$ cat src/include/bsc_pkg.sv
// shared types and constants for the batch sequence controller
package bsc_pkg;

  localparam int unsigned BSC_STEPS = 16;
  localparam int unsigned BSC_OUTS = 8;
  localparam int unsigned BSC_STEP_W = 4;
  localparam logic [BSC_STEP_W-1:0] BSC_FIRST_STEP = 4'h0;
  localparam logic [BSC_OUTS-1:0] BSC_OUTS_RESET = 8'h00;

  // step kinds
  typedef enum logic [1:0] {
    BSC_KIND_BATCH = 2'b00,
    BSC_KIND_CONT = 2'b01,
    BSC_KIND_CONCURRENT_STEP = 2'b10,
    BSC_KIND_TIMER = 2'b11
  } bsc_kind_t;

  typedef enum logic [1:0] {
    BSC_ST_IDLE = 2'b00,
    BSC_ST_RUN = 2'b01,
    BSC_ST_PAUSE = 2'b10,
    BSC_ST_STOP = 2'b11
  } bsc_state_t;

  // serial commands as decoded by the front end
  typedef enum logic [2:0] {
    BSC_CMD_START = 3'h0,
    BSC_CMD_PAUSE = 3'h1,
    BSC_CMD_STOP = 3'h2,
    BSC_CMD_RESET = 3'h3,
    BSC_CMD_OTHER = 3'h4
  } bsc_cmd_t;

  typedef struct packed {
    logic valid;
    bsc_cmd_t cmd;
  } bsc_ser_req_t;

  typedef struct packed {
    logic valid;
    logic ok;
  } bsc_ser_rsp_t;

  // batching switch: stop locked in, selector positions
  typedef struct packed {
    logic stop_in;
    logic sel_abort;
    logic sel_start;
  } bsc_switch_t;

endpackage

$ cat src/logic/bsc_batch_ctrl.sv
// batch sequence controller: softkeys, batching switch, serial acks, output gating
`timescale 1ns/1ns
module bsc_batch_ctrl
  import bsc_pkg::*;
#(
  parameter int unsigned STEPS = BSC_STEPS,
  parameter int unsigned OUTS = BSC_OUTS
) (
  // clock and reset
  input wire logic clk_i,
  input wire logic reset_n_i,
  // operator softkeys, one-cycle pulses
  input wire logic key_start_i,
  input wire logic key_pause_i,
  input wire logic key_reset_i,
  input wire logic key_stop_i,
  // batching switch on its own inputs, plus run-input assignment
  input wire bsc_switch_t sw_i,
  input wire logic run_input_assigned_i,
  // step configuration and live condition from setpoint logic
  input wire bsc_kind_t step_kind_i [STEPS],
  input wire logic [OUTS-1:0] step_out_sel_i [STEPS],
  input wire logic [STEPS-1:0] step_met_i,
  input wire logic [BSC_STEP_W-1:0] last_step_i,
  // serial command port
  input wire bsc_ser_req_t ser_req_i,
  output bsc_ser_rsp_t ser_rsp_o,
  // batch outputs and status
  output logic [OUTS-1:0] batch_out_o,
  output logic [BSC_STEP_W-1:0] step_ptr_o,
  output bsc_state_t state_o
);

  initial begin
    if (STEPS < 2 || STEPS > (1 << BSC_STEP_W) || OUTS < 1) begin
      $error("bsc_batch_ctrl: unsupported STEPS or OUTS");
    end
  end

  bsc_state_t state_q;
  logic [BSC_STEP_W-1:0] ptr_q;
  logic [OUTS-1:0] out_q;
  logic [OUTS-1:0] saved_q;
  logic start_prev_q;
  logic abort_seen_q;
  bsc_ser_rsp_t rsp_q;

  logic active;
  logic stop_locked;
  logic sw_start_edge;
  logic ser_start;
  logic ser_pause;
  logic ser_stop;
  logic ser_reset;
  logic do_start;
  logic do_pause;
  logic do_stop;
  logic do_reset;
  logic [OUTS-1:0] keep_mask;
  logic [OUTS-1:0] step_drive;
  logic step_done;
  bsc_kind_t cur_kind;

  assign active = (state_q == BSC_ST_RUN) || (state_q == BSC_ST_PAUSE);

  assign stop_locked = run_input_assigned_i && sw_i.stop_in;

  assign sw_start_edge = sw_i.sel_start && !start_prev_q;

  assign ser_start = ser_req_i.valid && ser_req_i.cmd == BSC_CMD_START;
  assign ser_pause = ser_req_i.valid && ser_req_i.cmd == BSC_CMD_PAUSE;
  assign ser_stop = ser_req_i.valid && ser_req_i.cmd == BSC_CMD_STOP;
  assign ser_reset = ser_req_i.valid && ser_req_i.cmd == BSC_CMD_RESET;

  assign do_start = key_start_i || ser_start || (sw_start_edge && !stop_locked);
  assign do_stop = key_stop_i || ser_stop || stop_locked;
  assign do_pause = key_pause_i || ser_pause;
  assign do_reset = key_reset_i || ser_reset;

  assign cur_kind = step_kind_i[ptr_q];
  assign step_done = step_met_i[ptr_q];

  // outputs owned by concurrent and timer steps survive a pause
  always_comb begin
    keep_mask = '0;
    step_drive = '0;
    for (int i = 0; i < STEPS; i++) begin
      if (step_kind_i[i] == BSC_KIND_CONCURRENT_STEP || step_kind_i[i] == BSC_KIND_TIMER) begin
        keep_mask = keep_mask | step_out_sel_i[i];
      end
    end
    // continuous on when met, batch until met
    if (cur_kind == BSC_KIND_CONT) begin
      step_drive = step_done ? step_out_sel_i[ptr_q] : '0;
    end else if (cur_kind == BSC_KIND_BATCH) begin
      step_drive = step_done ? '0 : step_out_sel_i[ptr_q];
    end else begin
      step_drive = step_out_sel_i[ptr_q];
    end
  end

  always_ff @(posedge clk_i) begin
    if (!reset_n_i) begin
      start_prev_q <= 1'b0;
    end else begin
      start_prev_q <= sw_i.sel_start;
    end
  end

  // abort remembered until the next start from key, serial port or switch clears it
  always_ff @(posedge clk_i) begin
    if (!reset_n_i) begin
      abort_seen_q <= 1'b0;
    end else if (sw_i.sel_abort) begin
      abort_seen_q <= 1'b1;
    end else if (do_start) begin
      abort_seen_q <= 1'b0;
    end
  end

  // state machine; stop outranks reset, reset outranks pause and start
  always_ff @(posedge clk_i) begin
    if (!reset_n_i) begin
      state_q <= BSC_ST_IDLE;
    end else begin
      case (state_q)
        BSC_ST_RUN: begin
          if (do_stop) begin
            state_q <= BSC_ST_STOP;
          end else if (do_reset) begin
            state_q <= BSC_ST_IDLE;
          end else if (do_pause) begin
            state_q <= BSC_ST_PAUSE;
          end else if (step_done && ptr_q == last_step_i) begin
            state_q <= BSC_ST_IDLE;
          end
        end
        BSC_ST_PAUSE: begin
          if (do_stop) begin
            state_q <= BSC_ST_STOP;
          end else if (do_reset) begin
            state_q <= BSC_ST_IDLE;
          end else if (do_start) begin
            state_q <= BSC_ST_RUN;
          end
        end
        BSC_ST_STOP, BSC_ST_IDLE: begin
          if (do_start && !stop_locked) begin
            state_q <= BSC_ST_RUN;
          end
        end
        default: begin
          state_q <= BSC_ST_IDLE;
        end
      endcase
    end
  end

  // step pointer
  always_ff @(posedge clk_i) begin
    if (!reset_n_i) begin
      ptr_q <= BSC_FIRST_STEP;
    end else if (active && do_reset && !do_stop) begin
      ptr_q <= BSC_FIRST_STEP;
    end else if (!active && do_start && !stop_locked && abort_seen_q) begin
      ptr_q <= BSC_FIRST_STEP;
    end else if (state_q == BSC_ST_RUN && !do_stop && !do_reset && !do_pause && step_done) begin
      if (ptr_q == last_step_i) begin
        ptr_q <= BSC_FIRST_STEP;
      end else begin
        ptr_q <= ptr_q + 1'b1;
      end
    end
  end

  // batch outputs and pause save set
  always_ff @(posedge clk_i) begin
    if (!reset_n_i) begin
      out_q <= BSC_OUTS_RESET;
      saved_q <= BSC_OUTS_RESET;
    end else if (active && do_stop) begin
      out_q <= '0;
      saved_q <= '0;
    end else if (active && do_reset) begin
      out_q <= '0;
      saved_q <= '0;
    end else if (state_q == BSC_ST_RUN && do_pause) begin
      // drop all but concurrent and timer
      out_q <= out_q & keep_mask;
      saved_q <= out_q & ~keep_mask;
    end else if (state_q == BSC_ST_PAUSE && do_start) begin
      out_q <= out_q | saved_q;
      saved_q <= '0;
    end else if (state_q == BSC_ST_RUN) begin
      out_q <= (out_q & keep_mask) | step_drive;
    end
  end

  // serial reply one cycle after each command
  always_ff @(posedge clk_i) begin
    if (!reset_n_i) begin
      rsp_q <= '0;
    end else begin
      rsp_q.valid <= ser_req_i.valid;
      case (ser_req_i.cmd)
        BSC_CMD_START: rsp_q.ok <= !stop_locked && state_q != BSC_ST_RUN;
        BSC_CMD_PAUSE: rsp_q.ok <= state_q == BSC_ST_RUN;
        BSC_CMD_STOP: rsp_q.ok <= active;
        BSC_CMD_RESET: rsp_q.ok <= 1'b1;
        default: rsp_q.ok <= 1'b0;
      endcase
    end
  end

  assign ser_rsp_o = rsp_q;
  assign batch_out_o = out_q;
  assign step_ptr_o = ptr_q;
  assign state_o = state_q;

endmodule

$ cat config.mk
export PLATFORM = sky130hd
export DESIGN_NAME = bsc_batch_ctrl
export DESIGN_NICKNAME = d
export VERILOG_FILES = /design/src/include/bsc_pkg.sv /design/src/logic/bsc_batch_ctrl.sv
export SDC_FILE = /design/constraint.sdc
export NUM_CORES = 1
export LEC_CHECK = 0
export ABC_AREA = 0
export ABC_CLOCK_PERIOD_IN_PS = 2290
export BUFFER_PORTS_ARGS = -buffer_cell sky130_fd_sc_hd__buf_2
export CAP_MARGIN = 20
export CORE_ASPECT_RATIO = 1.75
export CORE_MARGIN = 2
export CORE_UTILIZATION = 41
export DETAILED_ROUTE_END_ITERATION = 12
export PLACE_DENSITY_LB_ADDON = 0.1
export SLEW_MARGIN = 10
export SYNTH_ARGS = -nofsm -noshare
export SYNTH_HDL_FRONTEND = slang
export SYNTH_SLANG_ARGS = --single-unit
$ cat constraint.sdc
create_clock -name clk_i -period 2.29 [get_ports clk_i]
set_clock_uncertainty 0.1 [all_clocks]
set_input_delay 0 -clock clk_i [delete_from_list [all_inputs] [get_ports clk_i]]
set_output_delay 0 -clock clk_i [all_outputs]
set_load 0.02 [all_outputs]
==> summary.txt, run 1 <==
Worst setup path
  • Worst-path maximum fanout: 7
  • Flop2flop setup slack: 30 ps
  • Reg-to-reg startpoint: step_ptr_o[0]
  • Startpoint Class: register
  • WS Path Type: register to register
  • Cell class contributing the biggest share of worst-path delay: multiplexers
  • Worst EP required: 2340 ps
  • Reg2Reg Depth: 7
  • Peak per-stage delay on the critical path: 530 ps
  • R2R Path End: batch_out_o[3]
  • Arr. time, crit path: roughly 2300 ps
  • CP Cell Sequence: buf_4, buf_12, mux4_2, mux4_2, nor3_4, buf_12, o41ai_4
  • CP Capture Type: register
  • WP buf/inv: 3
  • Slowest CP cell: mux4_2

Cells and area
  • Layout cells sized above 1: 53.31%
  • Post-layout util: 60.37%
  • Area Growth Syn to Fin: 42.07%
  • Post-layout nets: approximately 790
  • Final std cells w/o fill: roughly 710

Placement
  • Dpl hpwl: ~13 mm
  • Inst Count DP: ~700
  • Worst slack, placed: -20.86 ps
  • Port Buf Inserts: 209
  • Final GP Congestion: 0.9541

STA
  • Slew headroom: 57.01%
  • Worst-margin pin slew: 642.4 ps
  • Final Max Slew Viols: 0
  • Fmax: 0.4426 GHz
  • Setup ws final: 30.74 ps
  • Final hold violations: 0
  • Fraction of the cycle the final worst path needs: 98.66%
  • Worst hold slack: 6.130 ps
  • Setup violators final: 0
  • Crit path time final: 2259 ps

Outcome
  • Status: finished clean

Yosys
  • Most frequent cells after synthesis: 45 x mux4_2, 33 x nand3_1, 31 x a22oi_1
  • Post-Syn Nets: 574
  • YS warnings: 0
  • Post-synthesis cell area: 3709 sq um
  • #FFs+latches synth: 26
  • FFs w/ async S/R, synth: 0%
  • Post-synth top area share: 27.33%
  • Syn Inst Count: 377
  • Most frequent cell after synthesis: mux4_2
  • Most area-hungry cell type in the Yosys netlist: mux4_2
  • Main synth FF type: dfxtp_1
  • Synth area leaders: mux4_2 27%, dfxtp_1 14%, a22o_1 6.4%
  • Share of the yosys chip area belonging to registers: 14.04%
  • Synth unique cells: just over 50
  • Syn_area_per_cell: between 9 and 10 sq um
  • EDFF count, synth: 0

Pwr
  • Logic pwr share: between 50 and 60%
  • Pleak: between 0.002 and 0.0025 uW
  • Switching pwr: 975.5 uW
  • Register share of total power: 24.1%
  • Total power: 2347 uW
  • Sw frac: around two fifths
  • Clk pwr share: roughly a fifth
  • Power Density: 445.5 nW/um^2
  • Worst vdd ir: about 340 uV
  • Internal Power: between 1000 and 1500 uW

Detailed routing
  • DR top layer: met4
  • WL met1: between 5 and 6 mm
  • DRT Wirelength: 15.73 mm
  • Routed len/inst: between 20 and 25 um
  • Met3 Wirelength: 1.342 mm
  • First-pass iteration count of the detailed router: 5
  • Total number of vias: about 4600
  • Initial DRC count: between 200 and 300
  • Antenna viol nets, final: 0
  • DRC: 0
  • Met2 Wirelength: 8.101 mm
  • Via density: 6.440

Hold path
  • Tightest Hold Check Type: primary input to register
  • WHS Endpoint: state_o[0]
  • Worst hold stages: 3
  • Hold_sp: reset_n_i

Clock tree
  • CTS root buf: clkbuf_16
  • TritonCTS clock tree: done
  • Insertion delay to the later sink of the worst-skew pair: approximately 270 ps
  • H-tree depth: 1
  • Clock Path Buffers: 2
  • CTS clk-pin slew, worst paths: 70 ps
  • Num Clock Sinks: 26
  • Inserted Clock Buffers: 3

Floorplanning
  • Core Box Area: 8727 sq um
  • Ports: 210
  • Die area: 9852 sq um
  • Die width: ~76 um
  • Std-Cell Rows: 45
  • Die height: 129.8 um
  • Starting Density: 42.49%

Global route
  • Largest net degree at the start of global routing: 30
  • Vias in the first global route: 4695
  • Initial antenna violation count: 3
  • First-pass GRT wire length: 23.28 mm
  • Total track usage: a little under a third
  • Gr ovfl total: 0

Flow run
  • Max-cap violations: 0
[sequential cells by signal, summed over array words and instances, names as in the netlist]
name and count:
saved_q 8, abort_seen_q 1, state_o 2, ser_rsp_o 2
step_ptr_o 4, batch_out_o 8, start_prev_q 1
[worst max-delay path by stage]
stage | startpoint | endpoint | cells after the start
2_1_floorplan | step_ptr_o[0] | batch_out_o[5] | 5
3_3_place_gp | step_ptr_o[0] | batch_out_o[5] | 5
3_5_place_dp | step_ptr_o[0] | batch_out_o[3] | 5
4_1_cts | step_ptr_o[0] | batch_out_o[3] | 5
5_1_grt | step_ptr_o[0] | batch_out_o[3] | 8
6_report | step_ptr_o[0] | batch_out_o[3] | 7
[layer usage]
metal	global-route usage (%)	vias up
li1	-	2010
met1	34.87	2148
met2	53.70	333
met3	3.784	75
met4	21.98	0
met5	0	-
[final cells by class]
class | instances | area [sq um]
Inverter | 12 | 45.04
Sequential cell | 26 | 525.5
Multi-Input combinational cell | 299 | 3015
Clock buffer | 4 | 88.84
Fill cell | 781 | 3458
Timing Repair Buffer | 248 | 1440
Tap cell | 117 | 146.4
Antenna cell | 3 | 7.507
[power groups by stage]
stage / combinational [uW] / sequential (uW) / clock [uW]
2_1_floorplan: 712 / 634 / 0
3_3_place_gp: 1230 / 576 / 0
3_5_place_dp: 1250 / 579 / 0
4_1_cts: 1260 / 568 / 449
5_1_grt: 1440 / 580 / 468
6_report: 1340 / 567 / 439
[per-stage QoR]
step,area (sq um),TNS [ps]
floorplan,3720,0
detailed placement,4951,-86.55
global placement,4951,0
CTS,5115,-173.3
global route,5269,-112.2
finish,5269,0
[layout by cell type, fill, tap and decap left out, types with 2 or more instances in the layout]
cell type      instances
o221ai_1               2
or3_1                  7
a22oi_1               29
nand2_1                4
a22o_1                27
o41ai_2                4
nor2b_1                5
a221oi_1              18
nand3b_1               3
ha_1                   3
o21ai_0                4
a22oi_2                4
nand3_1               33
o41ai_4                3
and2_1                 8
nand2b_1               3
dfxtp_1               24
nor2_1                19
nor3_1                 2
buf_12                 5
mux2i_1               16
diode_2                3
dlygate4sd3_1          7
a21oi_1               13
buf_4                 25
and3b_1                2
clkbuf_16              4
a2111o_1               7
o41ai_1                2
mux4_2                45
buf_2                209
xor2_1                 6
nor4_1                10
nand2_2                2
inv_1                 12
[cell families (layout without fill, tap and decap cells)]
| group | count (synthesis) | in the layout | synth area share [%] |
|---|---|---|---|
| compound gates | 121 | 121 | 28.44 |
| simple gates | 106 | 106 | 16.16 |
| flops | 26 | 26 | 14.04 |
| xor+xnor | 8 | 8 | 2.092 |
| other cells | 0 | 3 | 0 |
| fa+ha+maj | 3 | 3 | 1.012 |
| buf+inv | 52 | 264 | 6.612 |
| mux | 61 | 61 | 31.65 |
[repair_timing]
action | CTS | global route
pin swaps | 0 | 14
endpoints found under the hold margin | 4 | 0
endpoints found under the setup margin | 9 | 9
hold buffers | 7 | 0
cloned | 0 | 1
buffers inserted | 0 | 7
gates resized for setup | 1 | 10
[tightest hold or removal path, stage by stage]
cell      delay [ps]
buf_2            160
o221ai_1          80
o21ai_0           80
Note: power is estimated with default switching activity, not from simulation.
==> run 2, diff against run 1 <==
--- a/config.mk
+++ b/config.mk
@@ -13,7 +13,7 @@
 export CORE_MARGIN = 2
 export CORE_UTILIZATION = 41
 export DETAILED_ROUTE_END_ITERATION = 12
-export PLACE_DENSITY_LB_ADDON = 0.1
+export PLACE_DENSITY = 0.76
 export SLEW_MARGIN = 10
 export SYNTH_ARGS = -nofsm -noshare
 export SYNTH_HDL_FRONTEND = slang
==> run 2 against run 1 <==
Compared with the run above: largest cell class unchanged; combinational power fell by 4%; via count up 2.1%; largest power group unchanged; sequential cell count stayed put; wire length down 0.64%.
==> summary.txt, run 2 (synthesized netlist as in run 1, its figures left out) <==
Cells and area
  • Filler cells: 765 (-2.0%)
  • # diodes: 0 (-3)
  • Final std cells w/o fill: 702 (-0.99%)
  • Area Growth Syn to Fin: 39.57%
  • Post-layout nets: 783 (-0.51%)
  • Commonest non-fill, non-tap cell in the layout: buf_2
  • Finished Cell Area: 5176 sq um (-1.8%)
  • Layout cells sized above 1: 52.31% (-1.0 points)
  • Most frequent cells in the layout: 209 x buf_2, 45 x mux4_2, 33 x nand3_1

Detailed routing
  • Antenna viol nets, final: 0 (unchanged)
  • DRC: 0 (unchanged)
  • DRT Wirelength: 15.63 mm (-0.64%)
  • Routed len/inst: 22.26 um (+0.35%)
  • Initial DRC count: 455 (+54%)
  • Via density: 6.638 (+3.1%)
  • First-pass iteration count of the detailed router: 5 (unchanged)
  • Total number of vias: 4660 (+2.1%)

Worst setup path
  • CP Cell Sequence: buf_4, mux4_2, mux4_2, nor3_4, buf_12, o41ai_4
  • WS Path Type: register to register
  • CP Capture Type: register
  • Startpoint Class: register
  • Crit-path most repeated cell: mux4_2
  • Reg-to-reg startpoint: step_ptr_o[0]
  • Worst EP required: 2340 ps (about the same)
  • Slowest CP cell: mux4_2
  • Flop2flop setup slack: 70 ps (+40 ps)
  • WP buf/inv: 2 (-1)
  • R2R Path End: batch_out_o[3]
  • Peak per-stage delay on the critical path: 530 ps (about the same)
  • Reg2Reg Depth: 6 (-1)
  • Arr. time, crit path: 2260 ps (-50 ps)
  • Cell class contributing the biggest share of worst-path delay: multiplexers
  • Worst-path maximum fanout: 7 (unchanged)

Floorplanning
  • Die height: 129.8 um (unchanged)
  • Core Box Area: 8727 sq um (unchanged)
  • Std-Cell Rows: 45 (unchanged)
  • Starting Density: 42.49% (unchanged)
  • Die width: 75.90 um (unchanged)
  • Ports: 210 (unchanged)
  • Die area: 9852 sq um (unchanged)

Hold path
  • Worst hold stages: 4 (+1)
  • Hold_sp: key_reset_i
  • WHS Endpoint: state_o[1]
  • Tightest Hold Check Type: primary input to register

Placement
  • Worst slack, placed: -97.50 ps (-76.64 ps)
  • Inst Count DP: 684 (-0.73%)
  • Dpl hpwl: 12.39 mm (-1.0%)
  • Area after DPL: 4888 sq um (-1.3%)
  • Final GP Congestion: 0.9763 (+2.3%)
  • Port Buf Inserts: 209 (unchanged)

Clock tree
  • CTS clk-pin slew, worst paths: 70 ps (about the same)
  • TritonCTS clock tree: done
  • Clock Path Buffers: 2 (unchanged)
  • Inserted Clock Buffers: 3 (unchanged)
  • Insertion delay to the later sink of the worst-skew pair: 270 ps (about the same)
  • H-tree depth: 1 (unchanged)
  • CTS root buf: clkbuf_16
  • Num Clock Sinks: 26 (unchanged)

Pwr
  • Total power: 2297 uW (-2.1%)
  • Pleak: 0.002159 uW (-1.4%)
  • Power Density: 443.8 nW/um^2 (-0.39%)
  • Worst vdd ir: 359.9 uV (+5.8%)

STA
  • Final Max Slew Viols: 0 (unchanged)
  • Setup ws final: 74.60 ps (+43.86 ps)
  • Fmax: 0.4514 GHz (+2.0%)
  • Setup violators final: 0 (unchanged)
  • Fraction of the cycle the final worst path needs: 96.74% (-1.9 points)
  • Crit path time final: 2215 ps (-43.86 ps)
  • Final hold violations: 0 (unchanged)
  • RSZ-0062 raised after global routing: true
  • Worst-margin pin slew: 580.3 ps (-62.07 ps)
  • Slew headroom: 61.17% (+4.2 points)

Global route
  • Initial antenna violation count: 0 (-3)
  • First-pass GRT wire length: 23.55 mm (+1.2%)
  • Vias in the first global route: 4620 (-1.6%)
  • Largest net degree at the start of global routing: 30 (unchanged)
  • Total track usage: 31.42% (-0.058 points)
  • Gr ovfl total: 0 (unchanged)

Flow run
  • Max-cap violations: 0 (unchanged)

Outcome
  • Status: finished clean
## run 2: worst register-to-register path, cell delays in order (launching register included)
cell	delay [ps]
dfxtp_4	380
buf_4	180
mux4_2	500
mux4_2	530
nor3_4	180
buf_12	160
o41ai_4	60
## run 2: power by group
part,internal [uW],switching [uW],leakage (uW)
logic,565,723,0.00190
clock network,268,173,0.0000442
registers,508,60.7,0.000213
total,1340,956,0.00216
## run 2: layout make-up
type                            count  area, sq um  share of cell area, %
Tap cell                          117        146.4                  2.828
Clock buffer                        4        88.84                  1.716
Timing Repair Buffer              244         1378                  26.61
Inverter                           12        45.04                 0.8702
Sequential cell                    26        525.5                  10.15
Multi-Input combinational cell    299         2993                  57.82
## run 2: worst max path at each step
stage                           endpoint  depth (start not counted)          start  slack [ps]
after floorplan           batch_out_o[5]                          5  step_ptr_o[0]          30
after global placement    batch_out_o[5]                          4  step_ptr_o[0]         -50
after detailed placement  batch_out_o[3]                          4  step_ptr_o[0]        -100
after CTS                 batch_out_o[6]                          9   ser_req_i[3]          30
after global routing      batch_out_o[3]                          6  step_ptr_o[0]          -5
final                     batch_out_o[3]                          6  step_ptr_o[0]          70
## run 2: timing repair
item	CTS	global route
pin swaps	10	4
gates cloned	0	0
gates resized for setup	2	8
hold buffers	8	0
setup buffers	6	0
setup endpoints to repair	7	11
endpoints found under the hold margin	5	0
## run 2: layer usage
metal / up-vias / track usage [%] / wire length (um)
met1: 2178 / 36.12 / 5031
met2: 386 / 52.43 / 8035
met3: 100 / 4.556 / 1513
li1: 1996 / - / -
met4: 0 / 20.43 / 1049
met5: - / 0 / 0
## run 2: through the flow
stage	setup TNS, ps	hold WS (ps)	util, %
3_3_place_gp	-309.6	134.1	56.01
5_1_grt	-4.924	111.5	59.31
4_1_cts	0	56.39	58.65
3_5_place_dp	-566.6	142.8	56.01
6_report	0	67.48	59.31
2_1_floorplan	0	21.71	-
==> run 3, diff against run 2 <==
--- a/config.mk
+++ b/config.mk
@@ -13,6 +13,7 @@
 export CORE_MARGIN = 2
 export CORE_UTILIZATION = 41
 export DETAILED_ROUTE_END_ITERATION = 12
+export HOLD_SLACK_MARGIN = 0.15
 export PLACE_DENSITY = 0.76
 export SLEW_MARGIN = 10
 export SYNTH_ARGS = -nofsm -noshare
==> run 3 against run 2 <==
Compared with the run above: die area stayed put; critical path depth is 2 higher; sequential cell count stayed put; via count is 13% higher; power is 8.1% higher; final area is 15% higher; worst hold slack better by 91 ps; worst setup slack worse by 9.0 ps; first-iteration DRC count is 26% higher; final cell count is 11% higher; sequential power hardly changed; critical path type is now primary input to register; highest routed layer unchanged.
==> summary.txt, run 3 (synthesized netlist as in run 1, its figures left out) <==
Placement
  • Final GP Congestion: 0.9763 (unchanged)
  • Dpl hpwl: 12.39 mm (unchanged)
  • Area after DPL: 4888 sq um (unchanged)
  • Port Buf Inserts: 209 (unchanged)
  • Worst slack, placed: -97.50 ps (unchanged)

Clock tree
  • Inserted Clock Buffers: 3 (unchanged)
  • H-tree depth: 1 (unchanged)
  • CTS root buf: clkbuf_16
  • TritonCTS clock tree: done
  • Insertion delay to the later sink of the worst-skew pair: 270 ps (about the same)
  • Clock Path Buffers: 2 (unchanged)
  • Num Clock Sinks: 26 (unchanged)
  • CTS clk-pin slew, worst paths: 70 ps (about the same)

Detailed routing
  • DRT Wirelength: 18.54 mm (+19%)
  • Via density: 6.754 (+1.7%)
  • DRC: 0 (unchanged)
  • First-pass iteration count of the detailed router: 7 (+2)
  • Routed len/inst: 23.73 um (+6.6%)
  • Initial DRC count: 573 (+26%)
  • Total number of vias: 5275 (+13%)
  • Antenna viol nets, final: 0 (unchanged)

Cells and area
  • # diodes: 0 (unchanged)
  • Finished Cell Area: 5967 sq um (+15%)
  • Most frequent cells in the layout: 209 x buf_2, 86 x dlygate4sd3_1, 45 x mux4_2
  • Post-layout util: 68.37% (+9.1 points)
  • Commonest non-fill, non-tap cell in the layout: buf_2
  • Area of the multi-input gates: 2995 sq um (about the same)
  • Filler cells: 650 (-15%)
  • Post-layout nets: 862 (+10%)
  • Area Growth Syn to Fin: 60.90%
  • Layout cells sized above 1: 46.39% (-5.9 points)
  • FF+latch area: 525.5 sq um (unchanged)

Hold path
  • Worst hold stages: 6 (+2)
  • WHS Endpoint: saved_q[3]
  • Hold_sp: step_out_sel_i[43]
  • Tightest Hold Check Type: primary input to register

Pwr
  • Power Density: 416.0 nW/um^2 (-6.3%)
  • Worst vdd ir: 348.8 uV (-3.1%)
  • Total power: 2482 uW (+8.1%)
  • Logic pwr share: 59.1% (+3.0 points)
  • Clk pwr share: 18.0% (-1.2 points)
  • Internal Power: 1457 uW (+8.7%)
  • Switching pwr: 1025 uW (+7.1%)
  • Pleak: 0.002497 uW (+16%)
  • Sw frac: 41.28% (-0.35 points)
  • Register share of total power: 22.9% (-1.9 points)

Floorplanning
  • Ports: 210 (unchanged)
  • Die area: 9852 sq um (unchanged)
  • Die width: 75.90 um (unchanged)
  • Starting Density: 42.49% (unchanged)
  • Core Box Area: 8727 sq um (unchanged)
  • Std-Cell Rows: 45 (unchanged)
  • Die height: 129.8 um (unchanged)

Worst setup path
  • Startpoint Class: primary input
  • Arr. time, crit path: 2270 ps (about the same)
  • R2R Path End: batch_out_o[3]
  • Worst EP required: 2330 ps (about the same)
  • Reg2Reg Depth: 6 (unchanged)
  • Reg-to-reg startpoint: step_ptr_o[0]
  • Worst-path maximum fanout: 7 (unchanged)
  • WS Path Type: primary input to register
  • CP Capture Type: register
  • Flop2flop setup slack: 70 ps (about the same)

STA
  • Worst-margin pin slew: 628.8 ps (+48.50 ps)
  • Fraction of the cycle the final worst path needs: 97.14% (+0.39 points)
  • Setup violators final: 0 (unchanged)
  • Crit path time final: 2224 ps (+9.032 ps)
  • Final hold violations: 0 (unchanged)
  • Slew headroom: 57.92% (-3.2 points)
  • Final Max Slew Viols: 0 (unchanged)
  • Fmax: 0.4496 GHz (-0.41%)
  • RSZ-0062 raised after global routing: true
  • Setup ws final: 65.57 ps (-9.032 ps)

Global route
  • First-pass GRT wire length: 27.74 mm (+18%)
  • Total track usage: 37.53% (+6.1 points)
  • Vias in the first global route: 5505 (+19%)
  • Largest net degree at the start of global routing: 30 (unchanged)
  • Gr ovfl total: 0 (unchanged)
  • Initial antenna violation count: 0 (unchanged)

Flow run
  • Max-cap violations: 0 (unchanged)

Outcome
  • Status: finished clean
run 3: worst max-delay path by stage:
stage / from / end / cells after the start
floorplan: step_ptr_o[0] / batch_out_o[5] / 5
detailed placement: step_ptr_o[0] / batch_out_o[3] / 4
CTS: ser_req_i[3] / batch_out_o[6] / 9
finish: ser_req_i[3] / batch_out_o[3] / 8
global route: step_ptr_o[0] / batch_out_o[3] / 6
global placement: step_ptr_o[0] / batch_out_o[5] / 4
run 3: layout make-up:
class | instances | share of cell area (%)
multi-input cells | 299 | 50.20
clock buffers | 4 | 1.489
flip-flops and latches | 26 | 8.807
inverters | 12 | 0.7549
repair buffers | 323 | 36.30
well taps | 117 | 2.453
run 3: through the flow:
step	hold WS (ps)	TNS (ps)	cells
floorplan	21.71	0	377
global placement	134.1	-309.6	684
detailed placement	142.8	-566.6	684
CTS	150.4	0	780
global route	207.7	-40.31	781
finish	158.9	0	781
run 3: power groups by stage:
stage | sequential (uW) | clock, uW | combinational (uW)
floorplan | 634 | 0 | 712
global placement | 576 | 0 | 1180
detailed placement | 581 | 0 | 1210
CTS | 568 | 442 | 1370
global route | 579 | 460 | 1570
finish | 569 | 446 | 1470
run 3: repair_timing:
| action | CTS | global route |
|---|---|---|
| buffers inserted | 6 | 1 |
| gates cloned | 0 | 0 |
| endpoints found under the setup margin | 7 | 13 |
| hold endpoints to repair | 18 | 0 |
| hold buffers | 86 | 0 |
| pin swaps | 10 | 3 |
| resized for setup | 2 | 9 |
run 3: per-layer routing:
layer  vias to the layer above  GRT usage (%)  part of all wire [%]
li1                       2155              -                     -
met1                      2418          39.92                    30
met2                       504          60.75                    49
met3                       198          8.803                    11
met4                         0          30.55                    10
met5                         -              0                     0
run 3: critical path, stage by stage:
cell	delay (ps)
dlygate4sd3_1	530
buf_2	140
nor4b_4	130
a311oi_4	340
nor2_1	180
nor2_1	520
a22o_1	310
o41ai_4	100
